**src/verilog/sdcb_pkg.sv**
```systemverilog
// package for the sdram clock-enable and bank state logic
// assumes one clock domain, pins already sampled on the rising edge
package sdcb_pkg;

  // recovery time after self-refresh exit, in ns, and its cycle count at 125 MHz
  localparam int CLK_PERIOD_NS   = 8;
  localparam int RECOVERY_NS     = 80;
  localparam int RECOVERY_CYCLES = (RECOVERY_NS + CLK_PERIOD_NS - 1) / CLK_PERIOD_NS;
  localparam int RECOV_CNT_W     = 4;

  // address bit positions
  localparam int BANK_SEL_BIT_POS  = 11;
  localparam int AUTOCLOSE_BIT_POS = 10;
  localparam int ADDR_W            = 12;

  typedef enum logic [5:0] {
    BANK_IDLE        = 6'h01,
    BANK_ACTIVE      = 6'h02,
    BANK_READ        = 6'h04,
    BANK_WRITE       = 6'h08,
    BANK_READ_CLOSE  = 6'h10,
    BANK_WRITE_CLOSE = 6'h20
  } sdcb_bank_t;

  typedef enum logic [4:0] {
    MODE_NORMAL   = 5'h01,
    MODE_SELFREF  = 5'h02,
    MODE_RECOVERY = 5'h04,
    MODE_PWRDOWN  = 5'h08,
    MODE_SUSPEND  = 5'h10
  } sdcb_mode_t;

  typedef enum logic [3:0] {
    CMD_NOP            = 4'h0,
    CMD_DESELECT       = 4'h1,
    CMD_BURST_STOP     = 4'h2,
    CMD_READ           = 4'h3,
    CMD_WRITE          = 4'h4,
    CMD_ROW_OPEN       = 4'h5,
    CMD_BANK_CLOSE     = 4'h6,
    CMD_REFRESH        = 4'h7,
    CMD_MODE_LOAD      = 4'h8
  } sdcb_cmd_t;

  typedef struct packed {
    logic              clkEn;
    logic              chipSelN;
    logic              rowStrobeN;
    logic              colStrobeN;
    logic              writeEnN;
    logic [ADDR_W-1:0] addr;
  } sdcb_pins_t;

  // pin levels assumed while the synchroniser is in reset: clock-enable high, chip deselected
  localparam sdcb_pins_t PINS_IDLE = '{
    clkEn:      1'b1,
    chipSelN:   1'b1,
    rowStrobeN: 1'b1,
    colStrobeN: 1'b1,
    writeEnN:   1'b1,
    addr:       '0
  };

endpackage : sdcb_pkg

```
**src/verilog/sdcb_state_logic.sv**
```systemverilog
// sdram clock-enable mode and two-bank state tracking
// assumes command pins arrive from outside and are double-synchronised here
//
// Notes on behaviour
// - self-refresh exit goes recovery, then normal
// - clock-enable rise resumes inputs; setup before commands
// - both idle, clock-enable fall with refresh enters self-refresh
// - both idle, clock-enable low: power-down
// - recovery, clock-enable fall with nop: power-down
// - busy bank, clock-enable fall: suspend next cycle
// - suspend holds state until clock-enable high
// - idle command decode by strobe pins
// - bank bit selects bank; autoclose bit variant
// - close with autoclose bit closes both banks
// - each bank tracks six states
`timescale 1ns/1ns
module sdcb_state_logic (
  input  wire logic                 mclk,
  input  wire logic                 rst,
  input  wire sdcb_pkg::sdcb_pins_t pinsIn,
  output sdcb_pkg::sdcb_mode_t      mode,
  output sdcb_pkg::sdcb_bank_t      bank0State,
  output sdcb_pkg::sdcb_bank_t      bank1State,
  output logic                      illegalCmd
);

  ////////////////////////////////////////////////////////////////////////////
  // input synchroniser
  sdcb_pkg::sdcb_pins_t syncA_q;
  sdcb_pkg::sdcb_pins_t syncB_q;
  logic                 clkEnPrev_q;

  always_ff @(posedge mclk) begin
    if (rst) begin
      syncA_q     <= sdcb_pkg::PINS_IDLE;
      syncB_q     <= sdcb_pkg::PINS_IDLE;
      clkEnPrev_q <= sdcb_pkg::PINS_IDLE.clkEn;
    end else begin
      syncA_q     <= pinsIn;
      syncB_q     <= syncA_q;
      clkEnPrev_q <= syncB_q.clkEn;
    end
  end

  ////////////////////////////////////////////////////////////////////////////
  // command decode
  sdcb_pkg::sdcb_cmd_t cmd;
  logic                bankSel;
  logic                autoClose;
  logic                ckeN;
  logic                ckeP;
  logic                nopLike;

  assign bankSel   = syncB_q.addr[sdcb_pkg::BANK_SEL_BIT_POS];
  assign autoClose = syncB_q.addr[sdcb_pkg::AUTOCLOSE_BIT_POS];
  assign ckeN      = syncB_q.clkEn;
  assign ckeP      = clkEnPrev_q;
  assign nopLike   = syncB_q.chipSelN | (syncB_q.rowStrobeN & syncB_q.colStrobeN);

  always_comb begin
    cmd = sdcb_pkg::CMD_NOP;
    if (syncB_q.chipSelN) begin
      cmd = sdcb_pkg::CMD_DESELECT;
    end else begin
      case ({syncB_q.rowStrobeN, syncB_q.colStrobeN, syncB_q.writeEnN})
        3'h7:    cmd = sdcb_pkg::CMD_NOP;
        3'h6:    cmd = sdcb_pkg::CMD_BURST_STOP;
        3'h5:    cmd = sdcb_pkg::CMD_READ;
        3'h4:    cmd = sdcb_pkg::CMD_WRITE;
        3'h3:    cmd = sdcb_pkg::CMD_ROW_OPEN;
        3'h2:    cmd = sdcb_pkg::CMD_BANK_CLOSE;
        3'h1:    cmd = sdcb_pkg::CMD_REFRESH;
        3'h0:    cmd = sdcb_pkg::CMD_MODE_LOAD;
        default: cmd = sdcb_pkg::CMD_NOP;
      endcase
    end
  end

  ////////////////////////////////////////////////////////////////////////////
  // mode state machine
  sdcb_pkg::sdcb_mode_t                mode_q;
  sdcb_pkg::sdcb_mode_t                mode_d;
  logic [sdcb_pkg::RECOV_CNT_W-1:0]    recov_q;
  logic [sdcb_pkg::RECOV_CNT_W-1:0]    recov_d;
  logic                                illegal_q;
  logic                                illegal_d;
  logic                                bothIdle;
  logic                                cmdEnable;

  assign bothIdle = (bank0State == sdcb_pkg::BANK_IDLE) && (bank1State == sdcb_pkg::BANK_IDLE);

  always_comb begin
    mode_d    = mode_q;
    recov_d   = recov_q;
    illegal_d = 1'b0;
    cmdEnable = 1'b0;
    case (mode_q)
      sdcb_pkg::MODE_NORMAL: begin
        if (ckeP && ckeN) begin
          cmdEnable = 1'b1;
        end else if (ckeP && !ckeN) begin
          if (bothIdle) begin
            if (cmd == sdcb_pkg::CMD_REFRESH) begin
              mode_d = sdcb_pkg::MODE_SELFREF;
            end else begin
              mode_d = sdcb_pkg::MODE_PWRDOWN;
            end
          end else begin
            cmdEnable = 1'b1;
            mode_d    = sdcb_pkg::MODE_SUSPEND;
          end
        end else if (!ckeP && !ckeN && bothIdle) begin
          mode_d = sdcb_pkg::MODE_PWRDOWN;
        end
      end
      sdcb_pkg::MODE_SELFREF: begin
        illegal_d = ckeP;
        if (!ckeP && ckeN) begin
          illegal_d = !nopLike;
          mode_d    = sdcb_pkg::MODE_RECOVERY;
          recov_d   = sdcb_pkg::RECOVERY_CYCLES[sdcb_pkg::RECOV_CNT_W-1:0];
        end
      end
      sdcb_pkg::MODE_RECOVERY: begin
        if (ckeP) begin
          illegal_d = !nopLike;
          if (!ckeN) begin
            illegal_d = !nopLike;
            mode_d    = sdcb_pkg::MODE_PWRDOWN;
          end else if (recov_q <= 4'h1) begin
            mode_d  = sdcb_pkg::MODE_NORMAL;
            recov_d = '0;
          end else begin
            recov_d = recov_q - 4'h1;
          end
        end
      end
      sdcb_pkg::MODE_PWRDOWN: begin
        illegal_d = ckeP;
        if (ckeN) begin
          mode_d = sdcb_pkg::MODE_NORMAL;
        end
      end
      sdcb_pkg::MODE_SUSPEND: begin
        if (ckeP) begin
          mode_d = sdcb_pkg::MODE_NORMAL;
        end
      end
      default: mode_d = sdcb_pkg::MODE_NORMAL;
    endcase
  end

  always_ff @(posedge mclk) begin
    if (rst) begin
      mode_q    <= sdcb_pkg::MODE_NORMAL;
      recov_q   <= '0;
      illegal_q <= 1'b0;
    end else begin
      mode_q    <= mode_d;
      recov_q   <= recov_d;
      illegal_q <= illegal_d;
    end
  end

  ////////////////////////////////////////////////////////////////////////////
  // per-bank state, one generate loop
  sdcb_pkg::sdcb_bank_t bank_q [2];
  sdcb_pkg::sdcb_bank_t bank_d [2];

  for (genvar b = 0; b < 2; b++) begin : gBank
    logic hit;
    logic peerOpen;
    assign hit      = (bankSel == 1'(b));
    assign peerOpen = (bank_q[1 - b] != sdcb_pkg::BANK_IDLE);

    always_comb begin
      bank_d[b] = bank_q[b];
      if (cmdEnable) begin
        case (cmd)
          sdcb_pkg::CMD_ROW_OPEN: begin
            if (hit) begin
              bank_d[b] = sdcb_pkg::BANK_ACTIVE;
            end
          end
          sdcb_pkg::CMD_READ: begin
            if (hit && bank_q[b] != sdcb_pkg::BANK_IDLE) begin
              bank_d[b] = autoClose ? sdcb_pkg::BANK_READ_CLOSE : sdcb_pkg::BANK_READ;
            end else if (!hit && peerOpen && bank_q[b] != sdcb_pkg::BANK_IDLE) begin
              bank_d[b] = sdcb_pkg::BANK_ACTIVE;
            end
          end
          sdcb_pkg::CMD_WRITE: begin
            if (hit && bank_q[b] != sdcb_pkg::BANK_IDLE) begin
              bank_d[b] = autoClose ? sdcb_pkg::BANK_WRITE_CLOSE : sdcb_pkg::BANK_WRITE;
            end else if (!hit && peerOpen && bank_q[b] != sdcb_pkg::BANK_IDLE) begin
              bank_d[b] = sdcb_pkg::BANK_ACTIVE;
            end
          end
          sdcb_pkg::CMD_BANK_CLOSE: begin
            if (autoClose || hit) begin
              bank_d[b] = sdcb_pkg::BANK_IDLE;
            end
          end
          sdcb_pkg::CMD_BURST_STOP: begin
            if (bank_q[b] == sdcb_pkg::BANK_READ || bank_q[b] == sdcb_pkg::BANK_WRITE) begin
              bank_d[b] = sdcb_pkg::BANK_ACTIVE;
            end
          end
          default: bank_d[b] = bank_q[b];
        endcase
      end
    end

    always_ff @(posedge mclk) begin
      if (rst) begin
        bank_q[b] <= sdcb_pkg::BANK_IDLE;
      end else begin
        bank_q[b] <= bank_d[b];
      end
    end
  end

  assign mode       = mode_q;
  assign bank0State = bank_q[0];
  assign bank1State = bank_q[1];
  assign illegalCmd = illegal_q;

endmodule : sdcb_state_logic

```
**config.mk**
```make
export PLATFORM = sky130hd
export DESIGN_NAME = sdcb_state_logic
export DESIGN_NICKNAME = d
export VERILOG_FILES = /design/src/verilog/sdcb_pkg.sv /design/src/verilog/sdcb_state_logic.sv
export SDC_FILE = /design/constraint.sdc
export NUM_CORES = 1
export LEC_CHECK = 0
export ABC_AREA = 1
export BUFFER_PORTS_ARGS = -buffer_cell sky130_fd_sc_hd__buf_4
export CAP_MARGIN = 20
export CORE_ASPECT_RATIO = 0.9
export CORE_UTILIZATION = 45
export DETAILED_ROUTE_END_ITERATION = 12
export HOLD_SLACK_MARGIN = 0.12
export PLACE_DENSITY = 0.66
export RECOVER_POWER = 100
export SLEW_MARGIN = 20
export SYNTH_ARGS = -nofsm -noshare
export SYNTH_HDL_FRONTEND = slang
export SYNTH_SLANG_ARGS = --single-unit
```
**constraint.sdc**
```tcl
create_clock -name mclk -period 1.9 [get_ports mclk]
set_input_delay 0.285 -clock mclk [delete_from_list [all_inputs] [get_ports mclk]]
set_output_delay 0.285 -clock mclk [all_outputs]
set_load 0.005 [all_outputs]
```
==> impl_summary.md <==
Run status
The run finished with clean final reports.

Worst setup path
Walking the worst path, the cells encountered are inv_1, ha_1, or2_2, nand2_1, inv_1, o21ai_1, nand3b_1, nand2_1, nand2_1, nor2_1. The arrival time at the worst endpoint is 1.93 ns. The worst setup path is of the flop to flop kind. The largest stage delay on the critical path is between 0.3 and 0.4 ns. The largest individual stage delay along the critical path comes from the cell dfxtp_1. Along the worst path, the maximum fanout reaches 4. The data required time at the worst endpoint is 2.09 ns.

The worst setup path is captured at a flop. For flop-to-flop paths, the worst setup slack is between 0.15 and 0.2 ns. The cell repeated most along the worst path is nand2_1.

The type of origin of the critical path is a flop.

Clock network
The quantity of hold-fixing buffers added after cts is 0. The cell sitting at the root of the clock tree is a clkbuf_8. The clock drives 40 sinks. The clock reaches the later pin of the worst-skew pair after about 0.3 ns. Post-CTS repair changed the size of 0 cells. CTS built an H-tree with a depth of 2.

The buffer depth of the longest clock path is 2. TritonCTS built the clock tree. The clock transition at the register clock pins on the worst setup and hold paths after CTS is about 0.08 ns. Once the clock tree was built, the setup fixing pass inserted 0 buffers.

Clock tree synthesis inserted a total of 5 buffers.

Floorplanning
The die span in x is roughly 75 µm. The core region is roughly 0.0045 mm². In this run the vertical extent of the chip is ~68 µm. The die area is between 0.005 and 0.006 mm². In this run the count of I/O pins placed on the die edge is 37. The starting density of the core is 47.7%. The number of cell rows is 23.

Yosys
After synthesis the netlist holds a flip-flop and latch count of 40. The basic-gate share of the synthesized area counting and, or, nand and nor cells is approximately 42%. The adder-cell share of the synthesized area is 2.89%. After technology mapping, the gate count stands at between 300 and 400. Summing the areas of all compound-gate instances in the mapped netlist gives slightly below 9% of the synthesized area. The biggest area contributor in the post-synthesis netlist is dfxtp_1. Of the synthesized area, sequential elements account for between 30 and 40%. The fraction of synthesized cell area in xor and xnor cells is 0.808%. After synthesis, the largest area contributor takes up 36.9% of total cell area. After synthesis the cells add up to 0.00217 mm². After synthesis, the largest family of logic cells by area is simple AND/OR/NAND/NOR gates.

The mux contribution to synthesized area is 0%. Synthesis instantiated 29 different standard cells from the library. The count of warnings emitted by yosys is 0. The number of nets in the synthesized netlist is between 300 and 400. By area the synthesized netlist is led by dfxtp_1 37%, nand2_1 12%, nor2_1 8.1%. The mean area per synthesized cell is 6.80 µm².

Cells and area
The count of nets after finishing is ~370. The final non-filler cell total is 411. The area growth from synthesis to layout is 16.4%. The repair_antennas step left the layout with diodes totalling 0. Cells with a size suffix above 1 make up between 10% and 20% of the layout. At the end of the flow the core is filled with cells to between 50% and 60%. After routing the design area is 0.00252 mm².

Drt
In this run the remaining antenna-violating nets after routing total 0. For this run, the detailed router's first-pass iteration total came to 5. The detailed router finished its first iteration with ~170 violations. The number of remaining DRC errors is 0. The overall routed net length is between 4000 and 5000 µm. Summing over every cut layer, the via total after detailed routing is between 2000 and 2500. Using the TritonRoute via totals, the vias-per-cell ratio works out to 5.03. Dividing the detail-routed wire length by the instance count gives roughly 11 µm.

Timing
Static timing analysis puts the maximum clock frequency at around 0.57 GHz. Measured against its own limit, the worst slew margin works out to between 70% and 80%. The worst path uses 91.7% of the clock period. The total negative slack for setup checks is 0 ns. Setup repair after global routing left no endpoint under its margin. For the final database, setup skew stands at a little over 0.008 ns. The slew at the pin closest to its max-slew limit is ~0.44 ns. Setup violations remaining at the end of the flow were counted as 0.

The total count of hold-check failures in the final report is 0. The final critical-path required period is 1.74 ns. The final number of max-transition violations is 0.

GRT
In the global route stage, overall resource usage came out at 20.0%. The maximum number of pins on one net before global-route repair is 26. For this run the aggregate overflow at the end of global routing stands at 0.

The first global-routing pass estimated ~7600 µm of wire. The initial antenna violation count is 0. The via count of the first global-routing pass is ~1700.

Power and ir drop
The leakage dissipation is 1.19 nW. The sum of internal, switching and leakage power is about 2.2 mW. Power spread over the standard cell area amounts to 883 mW/mm². The worst vdd rail ir drop is 0.455 mV.

Placement
The routability congestion estimate from global placement is 0.881. Summing all placed instances gives a cell area of approximately 0.0024 mm². Detailed placement finished with a half-perimeter wire length of about 3300 µm. In this run the tool buffered the top-level ports with 26 buffer cells. The number of instances in the placed design is 403.

Hold path
The type of the most critical hold path is input port to flop.

Job
Max-cap violations in this run came to 0.
-- path summary, 6_finish.rpt --
kind,startpoint,end,cells past startpoint
max,recov_q[0],mode[2],10
min,pinsIn[14],syncA_q[14],2
max reg2reg,recov_q[0],mode[2],10
min reg2reg,syncA_q[10],autoClose,2
-- cell type report --
type                    instances  area (µm²)
well taps                      62        77.6
fillers                       480        2020
inverters                      44         166
flip-flops and latches         40         801
clock buffers                   6        82.6
repair buffers                 26         191
multi-input cells             231        1170
clock inverters                 2        38.8
-- stage by stage --
stage / worst slack (ns) / hold WS [ns]
floorplan: 0.343 / 0.388
global placement: 0.233 / 0.394
detailed placement: 0.189 / 0.396
CTS: 0.167 / 0.155
global route: 0.0105 / 0.156
finish: 0.157 / 0.167
-- placed cells by master (no fill, tap or decap), types with 2 or more instances in the layout --
cell | Yosys | layout
buf_4 | 0 | 8
nor2_4 | 3 | 3
nand2_1 | 67 | 69
inv_2 | 4 | 4
a211oi_1 | 2 | 2
o21ai_0 | 14 | 14
nand4_1 | 14 | 14
clkbuf_8 | 0 | 6
o21ai_1 | 3 | 3
ha_1 | 5 | 5
inv_1 | 39 | 39
nor2_1 | 47 | 48
nand3_2 | 3 | 3
nor2_2 | 6 | 5
a21oi_1 | 13 | 14
nor3_1 | 5 | 5
xor2_1 | 2 | 2
or2_2 | 9 | 9
nand2_2 | 5 | 3
clkbuf_4 | 0 | 17
nand3_1 | 25 | 25
nand3b_1 | 2 | 2
dfxtp_1 | 40 | 40
-- flip-flops by register name, indices dropped and copies added (netlist names), named ones only --
signal,cells
illegalCmd,1
syncA_q,7
ckeP,1
syncB_q,3
mode,5
bankSel,1
autoClose,1
recov_q,4
ckeN,1
bank_q,12
-- cell usage after synthesis (all sizes together) --
| library cell | count |
|---|---|
| nand2 | 73 |
| o22ai | 1 |
| inv | 43 |
| xor2 | 2 |
| o21ai | 17 |
| nor3 | 5 |
| clkbuf | 3 |
| or2 | 9 |
| a211oi | 2 |
| ha | 5 |
| nand3b | 2 |
| nor2 | 56 |
| dfxtp | 40 |
| buf | 1 |
| a21oi | 14 |
| clkinv | 1 |
| nand3 | 29 |
| o31ai | 1 |
| nand4 | 15 |
-- critical path, delay by kind of cell (launching register included) --
kind / cells / cell delay (ns)
simple gates: 6 / 0.72
buf+inv: 2 / 0.15
compound gates: 1 / 0.16
flops: 1 / 0.39
fa+ha+maj: 1 / 0.21
-- logic make-up (layout without fill, tap and decap cells) --
logic type | count (synthesis) | in the layout
AND/OR/NAND/NOR | 189 | 189
flip-flops | 40 | 40
adder cells (fa/ha/maj) | 5 | 5
buffers and inverters | 48 | 78
AO/OA/AOI/OAI | 35 | 35
XOR/XNOR | 2 | 2
-- power by group --
group | internal (mW) | switching (mW)
clock network | 0.429 | 0.306
registers | 0.895 | 0.0545
logic | 0.199 | 0.346
-- routing by layer --
layer	track usage [%]	wire [µm]
met1	27.7	2280
met2	28.9	1850
met3	4.12	252
met4	10.9	75
met5	0	0
Note: power is estimated with default switching activity, not from simulation.
